## config.mk

```make
export PLATFORM = sky130hd
export DESIGN_NAME = audio_clock_error_monitor
export DESIGN_NICKNAME = d
export VERILOG_FILES = /design/src/logic/clk_mon_pkg.sv /design/src/logic/audio_clock_error_monitor.sv /design/src/logic/clk_stop_timer.sv
export SDC_FILE = /design/constraint.sdc
export NUM_CORES = 1
export LEC_CHECK = 0
export BUFFER_PORTS_ARGS = -buffer_cell sky130_fd_sc_hd__buf_2
export CAP_MARGIN = 20
export CORE_MARGIN = 1.5
export CORE_UTILIZATION = 45
export CTS_BUF_LIST = sky130_fd_sc_hd__clkbuf_8
export DETAILED_ROUTE_END_ITERATION = 16
export PLACE_DENSITY_LB_ADDON = 0.2
export SYNTH_ARGS = -nofsm -noshare
export SYNTH_HDL_FRONTEND = slang
export SYNTH_SLANG_ARGS = --single-unit
```

## constraint.sdc

```tcl
create_clock -name sys_clk -period 1.8 [get_ports sys_clk]
set_input_delay 0.09 -clock sys_clk [delete_from_list [all_inputs] [get_ports sys_clk]]
set_output_delay 0.09 -clock sys_clk [all_outputs]
set_load 0.1 [all_outputs]
```

## src/logic/clk_mon_pkg.sv

```systemverilog
// Summary of operation
// - low eight bits of second port ratio come from read/write byte, reset zero
// - second port ratio is six-bit upper field concatenated above low byte
// - error status a bit 7 set on frame sync ratio error, either port
// - bit 4 flags unsupported rate converter ratio, ignored in custom m/n mode
// - error status a bit 3 flags invalid element matching rate
// - error status a bit 2 flags invalid density clock generation
// - error status a bit 1 set once audio clock stopped one millisecond
// - error status b bit 7 flags first port bit clock ratio error
// - error status b bit 6 flags second port bit clock ratio error
// - error status b bit 5 flags core clock to frame ratio error
// - error status b bit 4 flags first port frame rate change or halt
// - error status b bit 3 flags second port frame rate change or halt
// - detect status bits 7-2 report first port detected rate code
package clk_mon_pkg;
  localparam logic [7:0] ADDR_RATIO_HIGH  = 8'h3A;
  localparam logic [7:0] ADDR_RATIO_LOW   = 8'h3B;
  localparam logic [7:0] ADDR_ERR_A       = 8'h3C;
  localparam logic [7:0] ADDR_ERR_B       = 8'h3D;
  localparam logic [7:0] ADDR_DET_A       = 8'h3E;
  localparam logic [7:0] RESET_BYTE       = 8'h00;
  localparam logic [5:0] RESET_HIGH       = 6'h00;
  localparam int         ERR_A_FS_BIT     = 7;
  localparam int         ERR_A_RC_BIT     = 4;
  localparam int         ERR_A_EM_BIT     = 3;
  localparam int         ERR_A_PDM_BIT    = 2;
  localparam int         ERR_A_STOP_BIT   = 1;
  localparam int         ERR_B_P1_BIT     = 7;
  localparam int         ERR_B_P2_BIT     = 6;
  localparam int         ERR_B_CORE_BIT   = 5;
  localparam int         ERR_B_F1_BIT     = 4;
  localparam int         ERR_B_F2_BIT     = 3;
  localparam int         DET_RATE_LSB     = 2;
  localparam int         CLK_MHZ          = 200;
  localparam int         STOP_TIME_US     = 1000;
  localparam int         STOP_CYCLES      = STOP_TIME_US * CLK_MHZ;
  localparam int         STOP_CNT_W       = 18;
endpackage : clk_mon_pkg

```

## src/logic/audio_clock_error_monitor.sv

```systemverilog
`timescale 1ns/1ps
module audio_clock_error_monitor #(
  parameter int STOP_CYCLES = clk_mon_pkg::STOP_CYCLES
) (
  input  wire logic       sys_clk,
  input  wire logic       sys_rst,
  input  wire logic       reg_wr,
  input  wire logic [7:0] reg_addr,
  input  wire logic [7:0] reg_wdata,
  output logic      [7:0] reg_rdata,
  output logic     [13:0] second_port_ratio,
  input  wire logic       fs_clk_ratio_bad,
  input  wire logic       rc_ratio_bad,
  input  wire logic       rc_custom_mode,
  input  wire logic       em_rate_bad,
  input  wire logic       pdm_gen_bad,
  input  wire logic       audio_clk_alive,
  input  wire logic       p1_bclk_ratio_bad,
  input  wire logic       p2_bclk_ratio_bad,
  input  wire logic       core_fs_ratio_bad,
  input  wire logic       p1_fs_change,
  input  wire logic       p2_fs_change,
  input  wire logic [5:0] p1_rate_code
);
  import clk_mon_pkg::*;

  // ---------------------------------------------------------------
  // address decode
  // ---------------------------------------------------------------
  // one compare shared by the write strobes and the read select
  function automatic logic addr_hit(input logic [7:0] addr,
                                    input logic [7:0] target);
    addr_hit = (addr == target);
  endfunction

  logic sel_high;
  logic sel_low;
  logic sel_err_a;
  logic sel_err_b;
  logic sel_det_a;

  assign sel_high  = addr_hit(reg_addr, ADDR_RATIO_HIGH);
  assign sel_low   = addr_hit(reg_addr, ADDR_RATIO_LOW);
  assign sel_err_a = addr_hit(reg_addr, ADDR_ERR_A);
  assign sel_err_b = addr_hit(reg_addr, ADDR_ERR_B);
  assign sel_det_a = addr_hit(reg_addr, ADDR_DET_A);

  // ---------------------------------------------------------------
  // input synchronisers (detectors may sit in other clock domains)
  // ---------------------------------------------------------------
  logic [16:0] raw_in;
  logic [16:0] sync1_reg;
  logic [16:0] sync2_reg;
  assign raw_in = {p1_rate_code,
                   fs_clk_ratio_bad,
                   rc_ratio_bad,
                   rc_custom_mode,
                   em_rate_bad,
                   pdm_gen_bad,
                   audio_clk_alive,
                   p1_bclk_ratio_bad,
                   p2_bclk_ratio_bad,
                   core_fs_ratio_bad,
                   p1_fs_change,
                   p2_fs_change};

  // first stage may go metastable, so only the second stage reads it
  always_ff @(posedge sys_clk) begin
    if (sys_rst) sync1_reg <= '0;
    else sync1_reg <= raw_in;
  end

  always_ff @(posedge sys_clk) begin
    if (sys_rst) sync2_reg <= '0;
    else sync2_reg <= sync1_reg;
  end

  // rate code bits are quasi-static; a mid-change sample can mix codes
  logic [5:0] s_rate;
  logic       s_fs;
  logic       s_rc;
  logic       s_custom;
  logic       s_em;
  logic       s_pdm;
  logic       s_alive;
  logic       s_p1;
  logic       s_p2;
  logic       s_core;
  logic       s_f1;
  logic       s_f2;

  assign s_rate   = sync2_reg[16:11];
  assign s_fs     = sync2_reg[10];
  assign s_rc     = sync2_reg[9];
  assign s_custom = sync2_reg[8];
  assign s_em     = sync2_reg[7];
  assign s_pdm    = sync2_reg[6];
  assign s_alive  = sync2_reg[5];
  assign s_p1     = sync2_reg[4];
  assign s_p2     = sync2_reg[3];
  assign s_core   = sync2_reg[2];
  assign s_f1     = sync2_reg[1];
  assign s_f2     = sync2_reg[0];

  // ---------------------------------------------------------------
  // audio clock stop timer
  // ---------------------------------------------------------------
  logic clk_stopped;
  clk_stop_timer #(
    .STOP_CYCLES (STOP_CYCLES)
  ) u_stop (
    .sys_clk   (sys_clk),
    .sys_rst   (sys_rst),
    .clk_alive (s_alive),
    .stopped   (clk_stopped)
  );

  // ---------------------------------------------------------------
  // status flags
  // ---------------------------------------------------------------
  logic [7:0] err_a_next;
  logic [7:0] err_b_next;
  logic [7:0] det_a_next;
  logic [7:0] err_a_reg;
  logic [7:0] err_b_reg;
  logic [7:0] det_a_reg;
  logic       rc_flag;

  // converter check means nothing under a custom m/n setting
  assign rc_flag = s_rc && !s_custom;

  always_comb begin
    err_a_next                 = RESET_BYTE;
    err_a_next[ERR_A_FS_BIT]   = s_fs;
    err_a_next[ERR_A_RC_BIT]   = rc_flag;
    err_a_next[ERR_A_EM_BIT]   = s_em;
    err_a_next[ERR_A_PDM_BIT]  = s_pdm;
    err_a_next[ERR_A_STOP_BIT] = clk_stopped;
  end

  always_comb begin
    err_b_next                 = RESET_BYTE;
    err_b_next[ERR_B_P1_BIT]   = s_p1;
    err_b_next[ERR_B_P2_BIT]   = s_p2;
    err_b_next[ERR_B_CORE_BIT] = s_core;
    err_b_next[ERR_B_F1_BIT]   = s_f1;
    err_b_next[ERR_B_F2_BIT]   = s_f2;
  end

  always_comb begin
    det_a_next                 = RESET_BYTE;
    det_a_next[7:DET_RATE_LSB] = s_rate;
  end

  // flags are levels; bus writes never touch them
  always_ff @(posedge sys_clk) begin
    if (sys_rst) err_a_reg <= RESET_BYTE;
    else err_a_reg <= err_a_next;
  end

  always_ff @(posedge sys_clk) begin
    if (sys_rst) err_b_reg <= RESET_BYTE;
    else err_b_reg <= err_b_next;
  end

  always_ff @(posedge sys_clk) begin
    if (sys_rst) det_a_reg <= RESET_BYTE;
    else det_a_reg <= det_a_next;
  end

  // ---------------------------------------------------------------
  // ratio registers
  // ---------------------------------------------------------------
  logic [7:0] ratio_low_reg;
  logic [5:0] ratio_high_reg;
  logic       wr_low;
  logic       wr_high;

  assign wr_low  = reg_wr && sel_low;
  assign wr_high = reg_wr && sel_high;

  // upper two bits of the high register are not held here; read as zero
  always_ff @(posedge sys_clk) begin
    if (sys_rst) ratio_low_reg <= RESET_BYTE;
    else if (wr_low) ratio_low_reg <= reg_wdata;
  end

  always_ff @(posedge sys_clk) begin
    if (sys_rst) ratio_high_reg <= RESET_HIGH;
    else if (wr_high) ratio_high_reg <= reg_wdata[5:0];
  end

  // registered one cycle later; the ratio consumer sees each byte write on its own
  always_ff @(posedge sys_clk) begin
    if (sys_rst) second_port_ratio <= '0;
    else second_port_ratio <= {ratio_high_reg, ratio_low_reg};
  end

  // ---------------------------------------------------------------
  // read mux
  // ---------------------------------------------------------------
  logic [7:0] high_view;
  logic [7:0] low_view;
  logic [7:0] err_a_view;
  logic [7:0] err_b_view;
  logic [7:0] det_a_view;
  logic [7:0] rd_next;

  assign high_view  = sel_high  ? {2'h0, ratio_high_reg} : RESET_BYTE;
  assign low_view   = sel_low   ? ratio_low_reg : RESET_BYTE;
  assign err_a_view = sel_err_a ? err_a_reg : RESET_BYTE;
  assign err_b_view = sel_err_b ? err_b_reg : RESET_BYTE;
  assign det_a_view = sel_det_a ? det_a_reg : RESET_BYTE;

  // selects are one-hot, so an or of the views is the mux
  assign rd_next = high_view | low_view | err_a_view | err_b_view |
                   det_a_view;

  always_ff @(posedge sys_clk) begin
    if (sys_rst) reg_rdata <= RESET_BYTE;
    else reg_rdata <= rd_next;
  end
endmodule // audio_clock_error_monitor

```

## src/logic/clk_stop_timer.sv

```systemverilog
`timescale 1ns/1ps
module clk_stop_timer #(
  parameter int STOP_CYCLES = clk_mon_pkg::STOP_CYCLES
) (
  input  wire logic sys_clk,
  input  wire logic sys_rst,
  input  wire logic clk_alive,
  output logic      stopped
);
  import clk_mon_pkg::*;
  logic [STOP_CNT_W-1:0] cnt_reg;
  wire                   at_limit = (cnt_reg >= STOP_CNT_W'(STOP_CYCLES - 1));
  // ---------------------------------------------------------------
  // stop timer
  // ---------------------------------------------------------------
  // counter saturates so a long stop never wraps back to "running"
  always_ff @(posedge sys_clk) begin
    if (sys_rst || clk_alive) begin
      cnt_reg <= '0;
      stopped <= 1'b0;
    end else begin
      if (!at_limit) cnt_reg <= cnt_reg + 1'b1;
      stopped <= at_limit;
    end
  end
endmodule // clk_stop_timer

```

# Word level (Yosys, flattened, before mapping)

Index checks and enable logic that the tools add are counted.

Shift operators: 0
Equal/unequal tests: 5
Add/subtract/negate cells: 1
Bitwise gates (word level): 4
Muxes and demuxes: 5
Divide/modulo/power cells: 0
Reductions and logical operators: 5
Multiply operators: 0
$lt $le $gt $ge: 1

Operator list:

| kind                                                                   | number |
|---|---|
| 8-bit by 6-bit equality test with 1-bit output (second input constant) | 5 |
| 8-bit 2-to-1 mux                                                       | 4 |
| 8-bit bitwise OR                                                       | 3 |
| 18-bit by 1-bit adder with 18-bit output (second input constant)       | 1 |
| 18-bit >= comparator (second input constant)                           | 1 |
| 6-bit by 8-bit bitwise OR with 8-bit output                            | 1 |
| 6-bit 2-to-1 mux                                                       | 1 |
| 1-bit logical AND                                                      | 3 |
| 1-bit logical NOT                                                      | 1 |
| 1-bit logical OR                                                       | 1 |

Memories: 0
Logic and storage cells: 35
RAM bits: 0
Register bits: 113
Bits in read-only memories: 0
Latch bits: 0
Output and inout port bits: 22
Input bits: 36

# Depth between registers and ports, before layout

Depth after elaboration: 6
Gate-level depth with buffers: 7

# Modules after synthesis

A second synthesis with hierarchy kept.

Cell total of the unflattened synthesis: 371
Area, all modules: 3893.7 um2

Modules (own cells, without submodules):

| module                    | cells an instance | times used | area each (um2) |
|---|---|---|---|
| audio_clock_error_monitor | 240               | 1          | 2796.4 |
| clk_stop_timer            | 131               | 1          | 1097.3 |

# Least setup slack after synthesis

No wires, ideal clock.

Path kind: register -> register
From: register u_stop.cnt_reg[0]
To: register u_stop.cnt_reg[8]
Setup time: 70 ps
Path slack: -96 ps
Stages on the path, launching flop included: 8
Period minus slack after synthesis: 1896 ps
Data arrival time: 1826 ps
Buffers on the path: 1
Cell sequence: dfxtp_1 -> ha_1 -> and2_1 -> a311oi_1 -> o21ai_2 -> buf_6 -> or3_1 -> a21oi_1

Word-level cells in the longest chain between the ends: 1
Elaborated cells between the ends (all ways): 2
Those cells by class: 1 x add/sub; 1 x order compare

Ends and longest elaborated chain:

| element                                                                          | line                                       | RTL |
|---|---|---|
| from (decl)                                                                      | clk_stop_timer.sv:11                       | `logic [STOP_CNT_W-1:0] cnt_reg;` |
| from (signal assigned)                                                           | clk_stop_timer.sv:22                       | `if (!at_limit) cnt_reg <= cnt_reg + 1'b1;` |
| 18-bit by 1-bit adder with 18-bit output or 18-bit >= comparator (tied branches) | clk_stop_timer.sv:22, clk_stop_timer.sv:12 |  |

Several ways; a longest one is shown, not always the timed one.
A chain may end at the register's enable or synchronous reset.

# Worst setup path after layout

From: register u_stop.cnt_reg[12]
To: register u_stop.cnt_reg[10]

Word-level cells in the longest chain between the ends: 1

Ends and longest elaborated chain:

| element              | line                 | RTL |
|---|---|---|
| 18-bit >= comparator | clk_stop_timer.sv:12 | `wire at_limit = (cnt_reg >= STOP_CNT_W'(STOP_CYCLES - 1));` |

No other way between the ends.

==> summary by stage <==
Floorplanning
The number of core rows is 32. The die is 92.3 um wide. In this run the vertical extent of the chip is 92.3 um. The die area is 8520 um2.

The number of top-level pins is 58. The initial utilization of the core area, before any placement, comes to 46.4%. The area of the core is around 7700 um2.

Synthesis
The number of enable flip-flop cells after synthesis is 0. The netlist uses 44 different library cells. In the synthesized netlist, the cells that appear most often are sky130_fd_sc_hd__dfxtp_1, sky130_fd_sc_hd__nor2b_1, sky130_fd_sc_hd__nor2_1. The post-synthesis instance area is 3590 um2. By area the synthesized netlist is led by sky130_fd_sc_hd__dfxtp_1, sky130_fd_sc_hd__nor2b_1, sky130_fd_sc_hd__mux2i_1. Dividing the synthesized area by the synthesized cell count gives 10.4 um2. The most common cell in the synthesized netlist is sky130_fd_sc_hd__dfxtp_1. Synthesis inferred 105 register bits. The number of nets handed over by synthesis was approximately 380.

In the synthesized netlist the dominant register cell turns out to be sky130_fd_sc_hd__dfxtp_1. The dominant cell type by area after synthesis is sky130_fd_sc_hd__dfxtp_1. Counting flops with an async set or reset pin after synthesis yields a share of 0%. The sequential share of the synthesized area is 58.6%. Of the post-synthesis cell area, the dominant cell type holds 58.6%. The synthesized netlist cell count is 346. The number of warnings printed during yosys synthesis is 0.

Global routing
The number of antenna violations at the first check in global routing came to 0. The number of global-route vias before repair is roughly 2400. Entering global routing, the biggest net connects 49 pins.

The first global-routing pass estimated 10500 um of wire. The combined global-route utilization of all metal layers is 15.5%. Global routing finished with a remaining overflow of 0.

Timing
The number of endpoints with negative hold slack in the final report is 0. The total negative slack is 0 ns. The share of the cycle needed by the critical path after routing is 95.4%. The achievable frequency is 582 MHz. The number of pins with negative max-slew slack in the final report was 0. The worst path meets setup with roughly 0.082 ns of slack. The worst hold slack is 0.00553 ns. The setup clock skew after layout is 0.00611 ns. The headroom to the max-slew limit is 67.8%. For the pin with the worst max-slew slack, the measured transition is 0.487 ns.

The post-layout minimum cycle time is 1.72 ns. Setup violations remaining at the end of the flow were counted as 0.

Routing
For this block, the routed nets add up to approximately 6300 um of wire. The total DRC errors in the routed layout is 0. In the final routed layout, each cell accounts on average for 11.7 um.

The via count of the routed design is 2544. The number of detailed-route iterations in the first pass is 4. In this run, the number of DRC markers left after iteration 0 of detailed routing was 74. The post-route antenna net violation count is 0. Using the TritonRoute via totals, the vias-per-cell ratio works out to 4.69.

Power and ir drop
Summed over all cells, the static leakage comes to 1.94 nW. The logic gate share of total power is ~5%. The relative contribution of sequential cells to total power is a little under three fifths. For this design the ratio of total power to cell area is 915 nW/um2. For this design the total switching power over the nets is 0.850 mW. IR analysis of the VDD net gives a maximum drop of between 500 and 600 uV. Power comes to between 4 and 5 mW.

Cell internal power was estimated by the tool at 3.34 mW. The part of the power in the clock network is 38.1%. The share of total power consumed by net switching is 20.3%.

CTS
The master cell of the clock root buffer is sky130_fd_sc_hd__clkbuf_8. The number of clock buffers inserted by TritonCTS is 9. TritonCTS built the clock tree. The clock transition at the registers of the reported paths is approximately 0.090 ns. Clock tree synthesis found a total of 105 sinks. The longest clock path from root to sink contains 2 buffers.

The H-tree depth is 3. The clock latency on the worst-skew pair is 0.35 ns.

Cells and area
The count of nets after finishing is 474. The core utilization of the finished layout is 59.2%. The final non-filler cell area is 4570 um2. The register with the most flip-flops in the layout has 18 of them. Cells with a size suffix above 1 make up about a quarter of the layout. The post-route non-filler standard cell count is 543. The area added between synthesis and finish is 27.5%. The number of antenna diodes in the final layout is 0.

Placed design
The total placed instance area is 4050 um2. Routability-driven placement finished with a final weighted congestion of 0.774. The cell total after placement is about 500.

Timing analysis after detailed placement gives a worst setup slack of -0.0263 ns. The number of port buffers is 57. After legalization and detailed placement, the total HPWL measured 4210 um.

Worst setup path
The maximum fanout along the worst path is 2. The worst setup path is captured at a register. The setup path with the least slack is of type reg2reg. The worst path required time is 2.04 ns. The launching element type of the critical path is a register. Counting cells, the worst reg-to-reg path comes to 5.

The critical path arrival is 1.96 ns.

Worst hold path
The cell depth of the worst hold path is 3. The worst min-delay path category is in2reg.

Flow run
Max-cap violations in this run came to 0.

Run status
The run finished with clean final reports.
layout by cell type, fill, tap and decap left out, types with 3 or more instances in the layout:
cell type                       instances
sky130_fd_sc_hd__nor3_1                 8
sky130_fd_sc_hd__clkbuf_8              11
sky130_fd_sc_hd__nand3_1                5
sky130_fd_sc_hd__a21oi_1                6
sky130_fd_sc_hd__buf_2                 57
sky130_fd_sc_hd__mux2i_1               22
sky130_fd_sc_hd__buf_4                 16
sky130_fd_sc_hd__or3_1                  5
sky130_fd_sc_hd__o22ai_1                3
sky130_fd_sc_hd__o21ai_0                5
sky130_fd_sc_hd__inv_1                  4
sky130_fd_sc_hd__dfxtp_1              104
sky130_fd_sc_hd__xor2_1                 3
sky130_fd_sc_hd__nor2b_1               66
sky130_fd_sc_hd__o211ai_1               3
sky130_fd_sc_hd__xnor2_1                5
sky130_fd_sc_hd__nand2_1                9
sky130_fd_sc_hd__dlygate4sd3_1         24
sky130_fd_sc_hd__a22oi_1                4
sky130_fd_sc_hd__a32oi_1                3
sky130_fd_sc_hd__nand4_1                5
sky130_fd_sc_hd__nor2_1                35
repair_timing:
action | CTS | global route
setup endpoints to repair | 3 | 10
hold endpoints to repair | 29 | 0
hold buffers | 24 | 0
pin swaps | 4 | 7
gates resized for setup | 3 | 10
buffers inserted | 1 | 1
gates cloned | 0 | 0
worst paths after layout:
path	slack, ns	from	end
hold reg to reg	0.39	sync2_reg[8]	err_a_reg[4]
setup / recovery	0.08	u_stop.cnt_reg[12]	u_stop.cnt_reg[10]
setup reg to reg	0.08	u_stop.cnt_reg[12]	u_stop.cnt_reg[10]
hold / removal	0.006	reg_wdata[0]	ratio_high_reg[0]
cell type report:
cell class / count / area (um2)
clock buffer: 11 / 151
clock inverter: 4 / 76.3
fill: 692 / 3150
inverter: 4 / 15.0
multi-input combinational: 220 / 1460
sequential: 105 / 2100
tap: 102 / 128
timing repair buffer: 97 / 646
worst max-delay path: stages, from the launching register on:
cell and delay, ns:
sky130_fd_sc_hd__dfxtp_1 0.32, sky130_fd_sc_hd__or4_4 0.54, sky130_fd_sc_hd__o21bai_1 0.16, sky130_fd_sc_hd__or3b_4 0.40
sky130_fd_sc_hd__xnor2_2 0.13, sky130_fd_sc_hd__nor2_1 0.05
power groups by stage:
stage                     combinational, mW  clock, mW  sequential [mW]
after floorplan                       0.102          0             2.44
after global placement                0.165          0             2.44
after detailed placement              0.168          0             2.44
after CTS                             0.207       1.64             2.38
after global routing                  0.229       1.72             2.39
final                                 0.207       1.59             2.38
metal layers:
layer,GRT usage (%),part of all wire (%),up-vias
met4,8.21,2.2,0
met5,0,0,-
met3,3.28,4.0,12
met1,19.8,50,1135
met2,24.6,44,60
li1,-,-,1337
kinds of logic after synthesis:
| group | after synthesis | synth area share, % |
|---|---|---|
| simple gates | 152 | 23.6 |
| mux | 23 | 6.45 |
| xor+xnor | 9 | 2.20 |
| compound gates | 35 | 6.38 |
| fa+ha+maj | 1 | 0.349 |
| buf+inv | 21 | 2.44 |
| flops | 105 | 58.6 |
Note: power is estimated with default switching activity, not from simulation.
